## src/far_pkg.sv

```systemverilog
// Package for the fault auto-retry controller: register map, fault classes, timing
package far_pkg;

   // ----------------------------------------------------------------
   // Register map (byte addresses on APB)
   // ----------------------------------------------------------------
   localparam logic [7:0]  FAR_ADDR_CLASS_SEL   = 8'h00;
   localparam logic [7:0]  FAR_ADDR_ATT_LIMIT   = 8'h04;
   localparam logic [7:0]  FAR_ADDR_WAIT_TIME   = 8'h08;
   localparam logic [7:0]  FAR_ADDR_SUCC_CNT    = 8'h0C;
   localparam logic [7:0]  FAR_ADDR_CTRL        = 8'h10;
   localparam logic [7:0]  FAR_ADDR_STATUS      = 8'h14;

   // ----------------------------------------------------------------
   // Reset values and limits
   // ----------------------------------------------------------------
   localparam logic [7:0]  FAR_CLASS_SEL_RST    = 8'h00;
   localparam logic [7:0]  FAR_ATT_LIMIT_RST    = 8'h00;
   localparam logic [7:0]  FAR_WAIT_TIME_RST    = 8'h01;
   localparam logic [15:0] FAR_SUCC_CNT_RST     = 16'h0000;
   localparam logic [7:0]  FAR_WAIT_TIME_MAX    = 8'h0A;
   localparam logic [7:0]  FAR_LIMIT_LO_MAX     = 8'h0A;
   localparam logic [7:0]  FAR_LIMIT_HI_MIN     = 8'h65;
   localparam logic [7:0]  FAR_LIMIT_HI_MAX     = 8'h6E;
   localparam logic [7:0]  FAR_LIMIT_HI_OFFS    = 8'h64;
   localparam logic [7:0]  FAR_CLASS_SEL_MAX    = 8'h05;
   localparam logic [15:0] FAR_COAST_DISABLED   = 16'h270F;

   // CTRL fields
   localparam int          FAR_CTRL_ACT_NEG_BIT = 0;
   localparam logic [31:0] FAR_CTRL_RST         = 32'h0000_0000;

   // STATUS fields
   localparam int          FAR_ST_TRIP_BIT      = 0;
   localparam int          FAR_ST_ACTIVE_BIT    = 1;
   localparam int          FAR_ST_LIMIT_BIT     = 2;
   localparam int          FAR_ST_FAILS_LSB     = 8;
   localparam int          FAR_ST_FIRST_LSB     = 16;

   // ----------------------------------------------------------------
   // Timing: one second at 40 MHz
   // ----------------------------------------------------------------
   localparam int          FAR_CLK_HZ           = 40_000_000;
   localparam int          FAR_SECOND_S         = 1;
   localparam int          FAR_SECOND_CYC       = FAR_SECOND_S * FAR_CLK_HZ;
   localparam int          FAR_SUCC_FACTOR      = 4;

   // ----------------------------------------------------------------
   // Fault class codes (5-bit code, 0 = none)
   // ----------------------------------------------------------------
   localparam logic [4:0]  FLT_NONE             = 5'h00;
   localparam logic [4:0]  FLT_OVERCURRENT_A    = 5'h01;
   localparam logic [4:0]  FLT_OVERCURRENT_B    = 5'h02;
   localparam logic [4:0]  FLT_OVERCURRENT_C    = 5'h03;
   localparam logic [4:0]  FLT_EXCESS_VOLT_A    = 5'h04;
   localparam logic [4:0]  FLT_EXCESS_VOLT_B    = 5'h05;
   localparam logic [4:0]  FLT_EXCESS_VOLT_C    = 5'h06;
   localparam logic [4:0]  FLT_MOTOR_THERMAL    = 5'h07;
   localparam logic [4:0]  FLT_DRIVE_THERMAL    = 5'h08;
   localparam logic [4:0]  FLT_MOMENTARY_LOSS   = 5'h09;
   localparam logic [4:0]  FLT_UNDERVOLTAGE     = 5'h0A;
   localparam logic [4:0]  FLT_BRAKE_CIRCUIT    = 5'h0B;
   localparam logic [4:0]  FLT_GROUND_LEAK      = 5'h0C;
   localparam logic [4:0]  FLT_EXT_OVERHEAT     = 5'h0D;
   localparam logic [4:0]  FLT_STALL_LIMIT      = 5'h0E;
   localparam logic [4:0]  FLT_ACCESSORY_CARD   = 5'h0F;
   localparam logic [4:0]  FLT_ACCESSORY_SLOT   = 5'h10;
   localparam logic [4:0]  FLT_PARAM_STORAGE    = 5'h11;
   localparam logic [4:0]  FLT_THERMISTOR       = 5'h12;
   localparam logic [4:0]  FLT_CURRENT_LIMIT    = 5'h13;
   localparam logic [4:0]  FLT_LINK_COMM        = 5'h14;
   localparam logic [4:0]  FLT_INPUT_PHASE      = 5'h15;
   localparam logic [4:0]  FLT_LOSS_OF_SYNC     = 5'h16;
   localparam logic [4:0]  FLT_LOOP_CONTROL     = 5'h17;
   localparam logic [4:0]  FLT_ATTEMPT_LIMIT    = 5'h18;

   // ----------------------------------------------------------------
   // Carriers
   // ----------------------------------------------------------------
   typedef struct packed {
      logic       valid;
      logic [4:0] code;
      logic       test_init;
      logic       at_power_on;
   } far_fault_t;

   typedef struct packed {
      logic reset_fault;
      logic restart;
      logic flying_restart;
   } far_cmd_t;

   typedef enum logic [3:0] {
      FAR_IDLE    = 4'b0001,
      FAR_WAIT    = 4'b0010,
      FAR_PROBE   = 4'b0100,
      FAR_LOCKED  = 4'b1000
   } far_state_t;

endpackage

```

## src/far_retry_ctrl.sv

```systemverilog
// Fault auto-retry controller for a motor drive, APB register slave
//
// Behaviour
// - Retry limit zero disables retry; any other allowed limit enables it.
// - Limit 1..10 gives that many retries, fault output low during retry.
// - Limit 101..110 gives limit minus 100 retries, fault output high during retry.
// - After eligible trip, wait programmed time, clear fault, restart at start frequency.
// - Wait time 0..10 s, initial 1 s, counted from trip to retry.
// - Failures beyond limit raise attempt-limit trip; stay tripped, no more retries.
// - Fault-free for over four wait times after restart counts as success, counter plus one.
// - Success clears consecutive failure count.
// - Success counter reads cumulative successes; writing zero clears it.
// - Retry-active output during retry, positive or negative logic selectable.
// - Only faults enabled by class selection are retried; others trip outright.
// - Selection 0 retries all classes; 4 all but thermal, overheat, thermistor.
// - Sel 1 overcurrent+sync, 2 overvoltage, 3 both, 5 overcurrent a,c+sync.
// - A retry sequence ending in trip keeps only its first fault stored.
// - Retry fault reset keeps thermal and brake duty data, unlike power-on reset.
// - Parameter storage fault at power-on is never retried.
// - Ineligible fault during wait abandons retry, fault indication stays.
// - Faults from the test initiation function are never retried.
// - Coast time not 9999 makes each retry restart a flying restart.
`timescale 1ns/1ps
module far_retry_ctrl
   import far_pkg::*;
(
   // Clock and reset
   input  wire logic        core_clk_i,
   input  wire logic        rst_b_i,
   // APB slave
   input  wire logic        psel_i,
   input  wire logic        penable_i,
   input  wire logic        pwrite_i,
   input  wire logic [7:0]  paddr_i,
   input  wire logic [31:0] pwdata_i,
   output logic      [31:0] prdata_o,
   output logic             pready_o,
   output logic             pslverr_o,
   // Drive fault detection (same clock)
   input  wire far_fault_t  fault_i,
   input  wire logic [15:0] restart_coast_time_i,
   // Drive run/restart control
   output far_cmd_t         cmd_o,
   output logic             keep_thermal_data_o,
   output logic             fault_out_o,
   output logic             retry_active_out_o,
   output logic             attempt_limit_trip_o,
   output logic [4:0]       stored_fault_o
);

   // ----------------------------------------------------------------
   // Reset synchroniser
   // ----------------------------------------------------------------
   logic [1:0] rst_sync_reg;
   logic       rst_b;

   always_ff @(posedge core_clk_i or negedge rst_b_i) begin
      if (!rst_b_i) begin
         rst_sync_reg <= 2'b00;
      end else begin
         rst_sync_reg <= {rst_sync_reg[0], 1'b1};
      end
   end
   assign rst_b = rst_sync_reg[1];

   // ----------------------------------------------------------------
   // Functions
   // ----------------------------------------------------------------
   function automatic logic class_eligible(input logic [7:0] sel, input logic [4:0] code);
      logic oc;
      logic ov;
      logic sync;
      logic thermal;
      logic listed;
      oc      = (code == FLT_OVERCURRENT_A) || (code == FLT_OVERCURRENT_B) || (code == FLT_OVERCURRENT_C);
      ov      = (code == FLT_EXCESS_VOLT_A) || (code == FLT_EXCESS_VOLT_B) || (code == FLT_EXCESS_VOLT_C);
      sync    = (code == FLT_LOSS_OF_SYNC);
      thermal = (code == FLT_MOTOR_THERMAL) || (code == FLT_DRIVE_THERMAL)
             || (code == FLT_EXT_OVERHEAT) || (code == FLT_THERMISTOR);
      listed  = (code >= FLT_OVERCURRENT_A) && (code <= FLT_LOOP_CONTROL);
      case (sel)
         8'h00:   class_eligible = listed;
         8'h01:   class_eligible = oc || sync;
         8'h02:   class_eligible = ov;
         8'h03:   class_eligible = oc || ov || sync;
         8'h04:   class_eligible = listed && !thermal;
         8'h05:   class_eligible = (code == FLT_OVERCURRENT_A) || (code == FLT_OVERCURRENT_C) || sync;
         default: class_eligible = 1'b0;
      endcase
   endfunction

   function automatic logic [7:0] allowed_retries(input logic [7:0] lim);
      if (lim >= FAR_LIMIT_HI_MIN && lim <= FAR_LIMIT_HI_MAX) begin
         allowed_retries = lim - FAR_LIMIT_HI_OFFS;
      end else if (lim <= FAR_LIMIT_LO_MAX) begin
         allowed_retries = lim;
      end else begin
         allowed_retries = 8'h00;
      end
   endfunction

   // ----------------------------------------------------------------
   // State
   // ----------------------------------------------------------------
   typedef struct packed {
      far_state_t  fsm;
      logic [7:0]  class_sel;
      logic [7:0]  att_limit;
      logic [7:0]  wait_time;
      logic [15:0] succ_cnt;
      logic        act_neg;
      logic [7:0]  fails;
      logic [3:0]  secs;
      logic [5:0]  probe_secs;
      logic [25:0] tick_cnt;
      logic [4:0]  first_fault;
      logic        tripped;
      logic        limit_trip;
      far_cmd_t    cmd;
      logic        fault_out;
      logic        active_out;
      logic [31:0] prdata;
      logic        pready;
      logic        pslverr;
   } far_regs_t;

   far_regs_t st_reg;
   far_regs_t st_next;

   logic       tick;
   logic       eligible;
   logic       retry_on;
   logic [7:0] allow;
   logic       active;
   logic       hi_mode;
   logic       wr;
   logic       rd;
   logic       addr_ok;

   always_comb begin
      st_next  = st_reg;
      tick     = (st_reg.tick_cnt == 26'(FAR_SECOND_CYC - 1));
      allow    = allowed_retries(st_reg.att_limit);
      retry_on = (allow != 8'h00);
      hi_mode  = (st_reg.att_limit >= FAR_LIMIT_HI_MIN);
      eligible = fault_i.valid && retry_on
              && class_eligible(st_reg.class_sel, fault_i.code)
              && !fault_i.test_init
              && !((fault_i.code == FLT_PARAM_STORAGE) && fault_i.at_power_on);
      wr       = psel_i && penable_i && pwrite_i && !st_reg.pready;
      rd       = psel_i && !penable_i && !pwrite_i;
      addr_ok  = (paddr_i <= FAR_ADDR_STATUS) && (paddr_i[1:0] == 2'b00);

      // One-second time base
      st_next.tick_cnt = tick ? 26'h000_0000 : st_reg.tick_cnt + 26'h000_0001;
      st_next.cmd      = '0;

      // ------------------------------------------------------------
      // Retry sequencer
      // ------------------------------------------------------------
      case (st_reg.fsm)
         FAR_IDLE: begin
            if (fault_i.valid) begin
               st_next.tripped     = 1'b1;
               st_next.first_fault = fault_i.code;
               st_next.fails       = 8'h00;
               if (eligible) begin
                  st_next.fsm      = FAR_WAIT;
                  st_next.secs     = 4'h0;
                  st_next.tick_cnt = 26'h000_0000;
               end
            end
         end
         FAR_WAIT: begin
            if (fault_i.valid && !eligible) begin
               st_next.fsm = FAR_LOCKED;
            end else if (st_reg.secs >= st_reg.wait_time[3:0]) begin
               st_next.cmd.reset_fault    = 1'b1;
               st_next.cmd.restart        = 1'b1;
               st_next.cmd.flying_restart = (restart_coast_time_i != FAR_COAST_DISABLED);
               st_next.tripped            = 1'b0;
               st_next.fsm                = FAR_PROBE;
               st_next.probe_secs         = 6'h00;
               st_next.tick_cnt           = 26'h000_0000;
            end else if (tick) begin
               st_next.secs = st_reg.secs + 4'h1;
            end
         end
         FAR_PROBE: begin
            if (fault_i.valid) begin
               st_next.tripped = 1'b1;
               st_next.fails   = st_reg.fails + 8'h01;
               if (st_reg.fails + 8'h01 >= allow) begin
                  st_next.limit_trip = 1'b1;
                  st_next.fsm        = FAR_LOCKED;
               end else if (eligible) begin
                  st_next.fsm      = FAR_WAIT;
                  st_next.secs     = 4'h0;
                  st_next.tick_cnt = 26'h000_0000;
               end else begin
                  st_next.fsm = FAR_LOCKED;
               end
            end else if (st_reg.probe_secs > {st_reg.wait_time[3:0], 2'b00}) begin
               st_next.succ_cnt = st_reg.succ_cnt + 16'h0001;
               st_next.fails    = 8'h00;
               st_next.fsm      = FAR_IDLE;
            end else if (tick) begin
               st_next.probe_secs = st_reg.probe_secs + 6'h01;
            end
         end
         FAR_LOCKED: begin
            st_next.tripped = 1'b1;
         end
         default: st_next.fsm = FAR_IDLE;
      endcase

      // Outputs
      active = (st_next.fsm == FAR_WAIT) || (st_next.fsm == FAR_PROBE);
      st_next.active_out = active ^ st_reg.act_neg;
      if (active) begin
         // Held for the whole retry, restart included, so the alarm never flickers
         st_next.fault_out = hi_mode;
      end else begin
         st_next.fault_out = st_next.tripped;
      end

      // ------------------------------------------------------------
      // APB slave: one wait state, read data latched in setup
      // ------------------------------------------------------------
      st_next.pready  = psel_i && penable_i && !st_reg.pready;
      st_next.pslverr = psel_i && penable_i && !st_reg.pready && !addr_ok;
      if (rd) begin
         case (paddr_i)
            FAR_ADDR_CLASS_SEL: st_next.prdata = {24'h00_0000, st_reg.class_sel};
            FAR_ADDR_ATT_LIMIT: st_next.prdata = {24'h00_0000, st_reg.att_limit};
            FAR_ADDR_WAIT_TIME: st_next.prdata = {24'h00_0000, st_reg.wait_time};
            FAR_ADDR_SUCC_CNT:  st_next.prdata = {16'h0000, st_reg.succ_cnt};
            FAR_ADDR_CTRL:      st_next.prdata = {31'h0000_0000, st_reg.act_neg};
            FAR_ADDR_STATUS:    st_next.prdata = {11'h000, st_reg.first_fault, st_reg.fails,
                                                  5'h00, st_reg.limit_trip, active, st_reg.tripped};
            default:            st_next.prdata = 32'h0000_0000;
         endcase
      end
      if (wr) begin
         case (paddr_i)
            FAR_ADDR_CLASS_SEL: begin
               if (pwdata_i[7:0] <= FAR_CLASS_SEL_MAX) begin
                  st_next.class_sel = pwdata_i[7:0];
               end
            end
            FAR_ADDR_ATT_LIMIT: begin
               if (pwdata_i[7:0] <= FAR_LIMIT_LO_MAX
                   || (pwdata_i[7:0] >= FAR_LIMIT_HI_MIN && pwdata_i[7:0] <= FAR_LIMIT_HI_MAX)) begin
                  st_next.att_limit = pwdata_i[7:0];
               end
            end
            FAR_ADDR_WAIT_TIME: begin
               if (pwdata_i[7:0] <= FAR_WAIT_TIME_MAX) begin
                  st_next.wait_time = pwdata_i[7:0];
               end
            end
            FAR_ADDR_SUCC_CNT: begin
               // A success in this same cycle is dropped; clear is a deliberate act
               if (pwdata_i[15:0] == 16'h0000) begin
                  st_next.succ_cnt = 16'h0000;
               end
            end
            FAR_ADDR_CTRL: begin
               st_next.act_neg = pwdata_i[FAR_CTRL_ACT_NEG_BIT];
            end
            default: begin
            end
         endcase
      end
   end

   always_ff @(posedge core_clk_i or negedge rst_b) begin
      if (!rst_b) begin
         st_reg           <= '0;
         st_reg.fsm       <= FAR_IDLE;
         st_reg.class_sel <= FAR_CLASS_SEL_RST;
         st_reg.att_limit <= FAR_ATT_LIMIT_RST;
         st_reg.wait_time <= FAR_WAIT_TIME_RST;
         st_reg.succ_cnt  <= FAR_SUCC_CNT_RST;
      end else begin
         st_reg <= st_next;
      end
   end

   // ----------------------------------------------------------------
   // Outputs
   // ----------------------------------------------------------------
   assign prdata_o             = st_reg.prdata;
   assign pready_o             = st_reg.pready;
   assign pslverr_o            = st_reg.pslverr;
   assign cmd_o                = st_reg.cmd;
   assign keep_thermal_data_o  = st_reg.cmd.reset_fault;
   assign fault_out_o          = st_reg.fault_out;
   assign retry_active_out_o   = st_reg.active_out;
   assign attempt_limit_trip_o = st_reg.limit_trip;
   assign stored_fault_o       = st_reg.first_fault;

endmodule

```

## config.mk

```make
export PLATFORM = sky130hd
export DESIGN_NAME = far_retry_ctrl
export DESIGN_NICKNAME = d
export VERILOG_FILES = /design/src/far_pkg.sv /design/src/far_retry_ctrl.sv
export SDC_FILE = /design/constraint.sdc
export NUM_CORES = 1
export LEC_CHECK = 0
export BUFFER_PORTS_ARGS = -buffer_cell sky130_fd_sc_hd__buf_2
export CAP_MARGIN = 15
export CORE_ASPECT_RATIO = 1.5
export CORE_MARGIN = 8
export CORE_UTILIZATION = 40
export DETAILED_ROUTE_END_ITERATION = 8
export PLACE_DENSITY_LB_ADDON = 0.3
export SYNTH_ARGS = -nofsm -noshare
export SYNTH_HDL_FRONTEND = slang
export SYNTH_SLANG_ARGS = --single-unit
```

## constraint.sdc

```tcl
create_clock -name core_clk_i -period 4.52 [get_ports core_clk_i]
set_clock_uncertainty 0.1 [all_clocks]
set_input_delay 0.904 -clock core_clk_i [delete_from_list [all_inputs] [get_ports core_clk_i]]
set_output_delay 0.904 -clock core_clk_i [all_outputs]
set_load 0.01 [all_outputs]
```

==> metrics, run 1 <==
outcome finished, final reports clean; Static Leak 3.75 nW; max-slew violation count 0; hpwl dp around 13,000 um; setup TNS 0 ns; worst-case vdd ir drop roughly 0.23 mV; worst-margin pin slew 0.855 ns; initial drt markers approximately 460; max reg flops 90; Final Cycle Share between 90 and 100%; CTS root buf clkbuf_16; ant diodes 0; required time of the critical path between 4 and 5 ns; fraction of layout cells with a size suffix above 1 20.7%; Routed wire per std cell ~17 um; clk sinks roughly 130; CTS tree yes; vias in the first global route roughly 5,800; post-synth top area share between 40% and 50%; # resized after CTS 0; unrepaired setup endpoints after global routing no; slew margin rel. between 40% and 50%; Post-Syn Area about 7300 um2; clock latency on the worst-skew pair between 0.4 and 0.5 ns; Die Y about 180 um; I/O Buffers between 80 and 90; Congestion Overflow GR 0; endpoint class of the critical path flip-flop; Pre-antenna DRT Iters 4; PwrDens roughly 350 nW/um2; Yosys top cell by area dfrtp_1; Fin. Hold Viols 0; Ports ~120; Clock transition at path regs 0.06 ns; Die W between 100 and 150 um; Post-CTS Setup Bufs 0; vias 5,676; fmax around 0.25 GHz; Finished Cell Area 8240 um2; Seq/Total Area, Yosys between 40% and 50%; first-pass GRT wire length about 30,000 um; largest net degree at the start of global routing 66; starting density of the core 40.6%; Routed Wire Length 17,800 um; ys async rst share 100%; Final GP Congestion 0.856; count leader, synth dfrtp_1; CTS buffer count 17; Tmin final about 4.1 ns; Critical Path Fanout Max 11; Synthesis Warnings 0; remaining antenna violation count after routing 0; Synth Register Bits between 100 and 150; CTS Hold Bufs 0; placed inst area roughly 7600 um2; type of origin of the critical path flip-flop; residual DRC count 0; synth cell count leaders dfrtp_1, nor2_1, nand2_1; Core Region 17,900 um2; worst reg2reg startpoint st_reg[118]; CTS H-tree lvls 4; Worst Path Arrival roughly 4.3 ns; CP Class reg -> reg; initial antenna violation count 0; Avg Inst Size Synth a little under 10 um2; Layout area overhead 13.5%; largest cells by area after synthesis dfrtp_1, ha_1, buf_4; vias per cell about 5.5; HP Class in -> async; synth unique cells 80; Nets slightly below 900; max-cap violations 0; CP startpoint st_reg[118]; worst-case clock buffer depth 2; Finish-stage setup viols 0; Post-synth top flop dfrtp_1; Total GRT Usage 16.4%; row cnt 60; Post-Syn Instances approximately 750; Post-synth EDFFs 0; Die ar. 22,800 um2
-- layer usage --
layer / share of wire (%) / global-route usage (%) / vias up
li1: - / - / 2750
met1: 40 / 17.9 / 2760
met2: 53 / 29.2 / 135
met3: 4.6 / 4.13 / 31
met4: 2.7 / 7.39 / 0
met5: 0 / 0 / -
-- power breakdown --
group | switching [mW] | internal (mW)
combinational | 0.0972 | 0.0790
sequential | 0.0754 | 1.17
clock | 0.534 | 0.935
total | 0.706 | 2.19
-- cells by family after synthesis --
logic type,count (synthesis),share of synthesized area (%)
compound gates,143,14.0
flops,125,43.1
simple gates,295,21.8
mux,23,3.69
xor+xnor,46,5.55
buf+inv,85,7.08
fa+ha+maj,27,4.62
other cells,2,0.103
-- critical path, stage by stage, from the launching register on --
cell and delay (ns):
dfrtp_1 0.51, inv_1 0.15, ha_1 0.15, o21a_1 0.15, o2111ai_2 0.21, or4_1 0.54, ha_1 0.34, a2111oi_0 0.40
nand2_1 0.09, a21oi_1 0.27, nor3_1 0.13, or2_2 0.33, a221o_1 0.30, mux2_2 0.27
-- layout make-up --
| class | instances | area (um2) |
|---|---|---|
| fillers | 1739 | 9620 |
| flip-flops and latches | 125 | 3130 |
| multi-input cells | 546 | 3660 |
| well taps | 217 | 272 |
| clock inverters | 14 | 208 |
| repair buffers | 92 | 473 |
| inverters | 18 | 67.6 |
| clock buffers | 18 | 429 |
-- layout by cell type, fill, tap and decap left out, types with 19 or more instances in the layout --
cell | synthesis | final
dfrtp_1 | 123 | 122
buf_2 | 12 | 87
nand4_1 | 19 | 19
nand2_1 | 64 | 64
nand3_1 | 32 | 32
xor2_1 | 30 | 30
o21ai_0 | 38 | 38
a21oi_1 | 25 | 25
nor2_1 | 67 | 67
mux2_2 | 20 | 20
ha_1 | 26 | 26
-- stage by stage --
step | cells | setup slack (ns) | util (%) | power (mW) | hold slack [ns]
detailed placement | 998 | 0.458 | 42.6 | 1.45 | 0.242
CTS | 1030 | 0.441 | 46.1 | 2.93 | 0.132
global placement | 998 | 0.536 | 42.6 | 1.44 | 0.238
finish | 1030 | 0.445 | 46.1 | 2.89 | 0.152
floorplan | 756 | 0.683 | - | 1.38 | 0.231
global route | 1030 | 0.151 | 46.1 | 3.01 | 0.141
-- worst paths after layout --
check / slack (ns) / depth (start not counted) / endpoint
hold / removal: 0.15 / 1 / rst_sync_reg[1]
setup / recovery: 0.44 / 13 / st_reg[78]
max in group asynchronous: 3.01 / 1 / st_reg[84]
min in group core_clk_i: 0.25 / 0 / rst_sync_reg[1]
setup reg to reg: 0.44 / 13 / st_reg[78]
hold reg to reg: 0.25 / 0 / rst_sync_reg[1]
No activity file was read; power rests on OpenSTA's default activity.
==> run 2, diff against run 1 <==
- CORE_UTILIZATION: 40 -> 50
==> run 2 against run 1 <==
Combinational power grew 5%. Critical path type unchanged. Register-to-register slack better by 0.05 ns. Critical path depth is the same. Sequential share of layout area increased by 0.19 points. Highest routed layer unchanged.
==> metrics, run 2 (same netlist as run 1, synthesis figures left out) <==
outcome finished, final reports clean; hold slack 0.163 ns (+0.0107 ns); total power 2.85 mW (-1.4%); FF-to-FF setup slack 0.49 ns (+0.05 ns); Worst Path Arrival 4.23 ns (-0.05 ns); vias in the first global route 6,011 (+3.1%); Core Region 14,400 um2 (-19%); PwrDens 348 nW/um2 (-0.86%); worst-margin pin slew 0.827 ns (-0.0281 ns); fraction of layout cells with a size suffix above 1 20.8% (+0.12 points); slew margin rel. 44.8% (+1.7 points); Clock transition at path regs 0.06 ns (about the same); CTS buffer count 17 (unchanged); HP Class in -> async; hpwl dp 13,400 um (+0.18%); required time of the critical path 4.72 ns (about the same); Critical Path Fanout Max 11 (unchanged); ant diodes 0 (unchanged); clock latency on the worst-skew pair 0.42 ns (about the same); R2R Path End st_reg[78]; commonest cells after routing, fill and taps aside dfrtp_1, buf_2, nor2_1; Die ar. 18,700 um2 (-18%); CTS H-tree lvls 4 (unchanged); Worst Reg-to-Reg Cells 13 (unchanged); Finish-stage setup viols 0 (unchanged); Ports 115 (unchanged); Nets 895 (unchanged); type of origin of the critical path flip-flop; row cnt 54 (-10%); unrepaired setup endpoints after global routing no; fmax 0.248 GHz (+1.1%); pre-CTS setup slack 0.528 ns (+0.0694 ns); Die W 114 um (-9.2%); Final GP Congestion 0.868 (+1.4%); vias 5,774 (+1.7%); worst-case vdd ir drop 0.252 mV (+8.2%); Fin. Hold Viols 0 (unchanged); max reg flops 90 (unchanged); Routed wire per std cell 17.6 um (+1.8%); Final Cycle Share 89.1% (-1.0 points); I/O Buffers 87 (unchanged); starting density of the core 50.5% (+9.8 points); # resized after CTS 0 (unchanged); first-pass GRT wire length 29,300 um (-2.3%); largest net degree at the start of global routing 59 (-11%); Layout area overhead 13.0%; CTS tree yes; Congestion Overflow GR 0 (unchanged); initial antenna violation count 0 (unchanged); CTS Hold Bufs 0 (unchanged); max-cap violations 0 (unchanged); Die Y 164 um (-9.6%); remaining antenna violation count after routing 0 (unchanged); setup TNS 0 ns (unchanged); Post-CTS Setup Bufs 0 (unchanged); CTS root buf clkbuf_16; Tmin final 4.03 ns (-0.0459 ns); worst reg2reg startpoint st_reg[118]; Total GRT Usage 19.8% (+3.4 points); Static Leak 3.73 nW (-0.42%); setup slack after layout 0.491 ns (+0.0459 ns); most common cell after layout, fill and taps aside dfrtp_1; endpoint class of the critical path flip-flop; initial drt markers 389 (-15%); Routed Wire Length 17,700 um (-0.30%); Pre-antenna DRT Iters 5 (+1); CP Class reg -> reg; clk sinks 125 (unchanged); worst-case clock buffer depth 2 (unchanged); final core occ 57.0% (+11 points); vias per cell 5.72 (+3.8%); max-slew violation count 0 (unchanged); residual DRC count 0 (unchanged)
run 2: cell types whose count changed in the layout (fill, tap and decap cells not counted), sizes merged:
cell | before | now
clkinvlp | 2 | 5
clkinv | 4 | 2
bufinv | 4 | 3
run 2: worst max path at each step:
stage / start / end / cells past startpoint
floorplan: rst_sync_reg[1] / attempt_limit_trip_o / 0
global placement: st_reg[118] / st_reg[78] / 13
detailed placement: st_reg[118] / st_reg[78] / 13
CTS: st_reg[118] / st_reg[78] / 13
global route: st_reg[118] / st_reg[50] / 14
finish: st_reg[118] / st_reg[78] / 13
run 2: cell type report:
cell class | instances | area (um2)
Timing Repair Buffer | 92 | 473
Fill cell | 1272 | 6190
Tap cell | 196 | 245
Inverter | 18 | 67.6
Clock buffer | 18 | 439
Sequential cell | 125 | 3130
Clock inverter | 14 | 183
Multi-Input combinational cell | 546 | 3660
run 2: critical path: stages, from the launching register on:
cell and delay [ns]:
dfrtp_1 0.50, inv_1 0.15, ha_1 0.15, o21a_1 0.15, o2111ai_2 0.21, or4_1 0.55, ha_1 0.35, a2111oi_0 0.44
nand2_1 0.09, a21oi_1 0.23, nor3_1 0.11, or2_2 0.33, a221o_1 0.28, mux2_2 0.27
run 2: power breakdown:
part / internal, mW / leakage, nW / total, mW / switching [mW]
registers: 1.17 / 1.63 / 1.24 / 0.0679
clock network: 0.892 / 0.288 / 1.43 / 0.536
logic: 0.0791 / 1.81 / 0.184 / 0.105
run 2: metrics by stage:
| step | instances | cell area (um2) |
|---|---|---|
| floorplan | 756 | 7300 |
| global placement | 977 | 7580 |
| detailed placement | 977 | 7580 |
| CTS | 1009 | 8200 |
| global route | 1009 | 8200 |
| finish | 1009 | 8200 |
run 2: routing by layer:
metal | part of all wire, % | vias to the layer above | global-route usage, %
met4 | 4.5 | 0 | 12.8
met5 | 0 | - | 0
li1 | - | 2743 | -
met1 | 39 | 2801 | 21.1
met2 | 52 | 174 | 34.7
met3 | 4.4 | 56 | 4.07
==> run 3, diff against run 2 <==
- CORE_MARGIN: 8 -> not set
==> run 3 against run 2 <==
Final cell count shrank 0.40%. First-iteration DRC count down 0.77%. Setup slack gained 0.0093 ns. Final area down 0.37%. Sequential share of layout area increased by 0.14 points. Via count rose by 0.74%. Wire length fell by 2.9%. Critical endpoint unchanged. Clock-buffer cell count is 7 higher. Largest cell class unchanged.
==> metrics, run 3 (same netlist as run 1, synthesis figures left out) <==
max-cap violations 0 (unchanged); worst-case vdd ir drop 0.267 mV (+6.1%); outcome finished, final reports clean; Total GRT Usage 24.9% (+5.1 points); most common cell after layout, fill and taps aside dfrtp_1; # resized after CTS 0 (unchanged); Post-CTS Setup Bufs 0 (unchanged); filler cell count 1,244 (-2.2%); Post-Place Cells 973 (-0.41%); worst-case clock buffer depth 2 (unchanged); required time of the critical path 4.72 ns (about the same); Ports 115 (unchanged); Critical-path top delay cell or4_1; Finished Cell Area 8170 um2 (-0.37%); I/O Buffers 87 (unchanged); Final Cycle Share 88.9% (-0.21 points); met1 GRT Util 25.8% (+4.7 points); clk sinks 125 (unchanged); Finish-stage setup viols 0 (unchanged); CP Class reg -> reg; largest net degree at the start of global routing 72 (+22%); worst-margin pin slew 0.897 ns (+0.0699 ns); HP Class reg -> async; Layout area overhead 12.5%; commonest cells after routing, fill and taps aside dfrtp_1, buf_2, nor2_1; type of origin of the critical path flip-flop; max reg flops 90 (unchanged); Multi-input gate area 3660 um2 (unchanged); vias in the first global route 5,993 (-0.30%); CTS tree yes; Fin. Hold Viols 0 (unchanged); placed inst area 7580 um2 (about the same); vias per cell 5.79 (+1.1%); Pre-antenna DRT Iters 5 (unchanged); Tmin final 4.02 ns (-0.00934 ns); total power 2.81 mW (-1.5%); Finished Layout Cells 1,005 (-0.40%); Routed Wire Length 17,200 um (-2.9%); unrepaired setup endpoints after global routing no; initial antenna violation count 1 (+1); CTS H-tree lvls 4 (unchanged); row cnt 53 (-1.9%); Core Region 14,100 um2 (-1.9%); Congestion Overflow GR 0 (unchanged); residual DRC count 0 (unchanged); Worst Path Arrival 4.22 ns (about the same); initial drt markers 386 (-0.77%); final core occ 57.9% (+0.86 points); max-slew violation count 0 (unchanged); Die ar. 15,000 um2 (-20%); CTS Hold Bufs 0 (unchanged); global route hottest layer met2; Crit path top cell by count ha_1; endpoint class of the critical path flip-flop; CP max stage delay 0.53 ns (-0.02 ns); CTS root buf clkbuf_16; Die W 100 um (-12%); Static Leak 3.74 nW (about the same); Clock transition at path regs 0.06 ns (about the same); Critical Path Fanout Max 11 (unchanged); Storage cell area 3130 um2 (unchanged); worst path cell trace inv_1 -> ha_1 -> o21a_1 -> o2111ai_2 -> or4_1 -> ha_1 -> a2111oi_0 -> nand2_1 -> a21oi_1 -> nor3_1 -> or2_2 -> a221o_1 -> mux2_2; PwrDens 344 nW/um2 (-1.1%); GR Util met2 45.9% (+11 points); vias 5,817 (+0.74%); setup TNS 0 ns (unchanged); remaining antenna violation count after routing 0 (unchanged); starting density of the core 51.4% (+0.95 points); Die Y 150 um (-8.6%); CTS buffer count 17 (unchanged); hpwl dp 12,900 um (-3.2%); Nets 895 (unchanged); fraction of layout cells with a size suffix above 1 20.1% (-0.71 points); met3 usage 4.81% (+0.74 points); clock latency on the worst-skew pair 0.42 ns (about the same); slew margin rel. 40.2% (-4.5 points); first-pass GRT wire length 28,800 um (-1.5%); Final GP Congestion 0.884 (+1.9%); Routed wire per std cell 17.1 um (-2.5%); fmax 0.249 GHz (+0.23%)
run 3: cell count changes in the layout (fill, tap and decap cells not counted), moves of 2 or more:
| cell | before | now |
|---|---|---|
| clkinv_2 | 0 | 2 |
| clkbuf_8 | 1 | 3 |
| inv_6 | 4 | 0 |
| clkinvlp_4 | 5 | 0 |
| clkbuf_1 | 0 | 5 |
run 3: worst max-delay path, delay by kind of cell (launching register included):
family	cells	cell delay (ns)
buffers and inverters	1	0.15
adders and majority gates	2	0.49
AOI/OAI and AO/OA	5	1.32
and+or+nand+nor	4	1.07
DFF	1	0.49
muxes	1	0.28
run 3: metrics by stage:
step	worst slack, ns	hold WS (ns)
6_report	0.500	0.0995
5_1_grt	0.226	0.131
4_1_cts	0.535	0.109
3_5_place_dp	0.564	0.107
3_3_place_gp	0.587	0.103
2_1_floorplan	0.683	0.231
run 3: final timing paths:
path,cells past startpoint,slack [ns],startpoint,end
setup / recovery,13,0.50,st_reg[118],st_reg[78]
hold / removal,0,0.1,rst_sync_reg[1],st_reg[65]
setup reg to reg,13,0.50,st_reg[118],st_reg[78]
hold reg to reg,0,0.1,rst_sync_reg[1],st_reg[65]
max in group asynchronous,1,3.04,rst_sync_reg[1],st_reg[93]
min in group core_clk_i,0,0.25,rst_sync_reg[0],rst_sync_reg[1]
run 3: report_power, final:
group / leakage, nW / total, mW / internal, mW / switching, mW
sequential: 1.63 / 1.24 / 1.18 / 0.0687
clock: 0.291 / 1.38 / 0.906 / 0.472
combinational: 1.81 / 0.190 / 0.0791 / 0.111
run 3: layout make-up:
type / count / area share, %
multi-input cells: 546 / 44.8
flip-flops and latches: 125 / 38.3
clock buffers: 25 / 5.94
repair buffers: 92 / 5.79
well taps: 192 / 2.94
clock inverters: 6 / 1.33
inverters: 18 / 0.827
diodes: 1 / 0.0306
run 3: per-layer routing:
layer / vias up / wire length (um)
met4: 0 / 784
met1: 2845 / 6490
met3: 48 / 724
met2: 177 / 9230
met5: - / 0
li1: 2747 / -
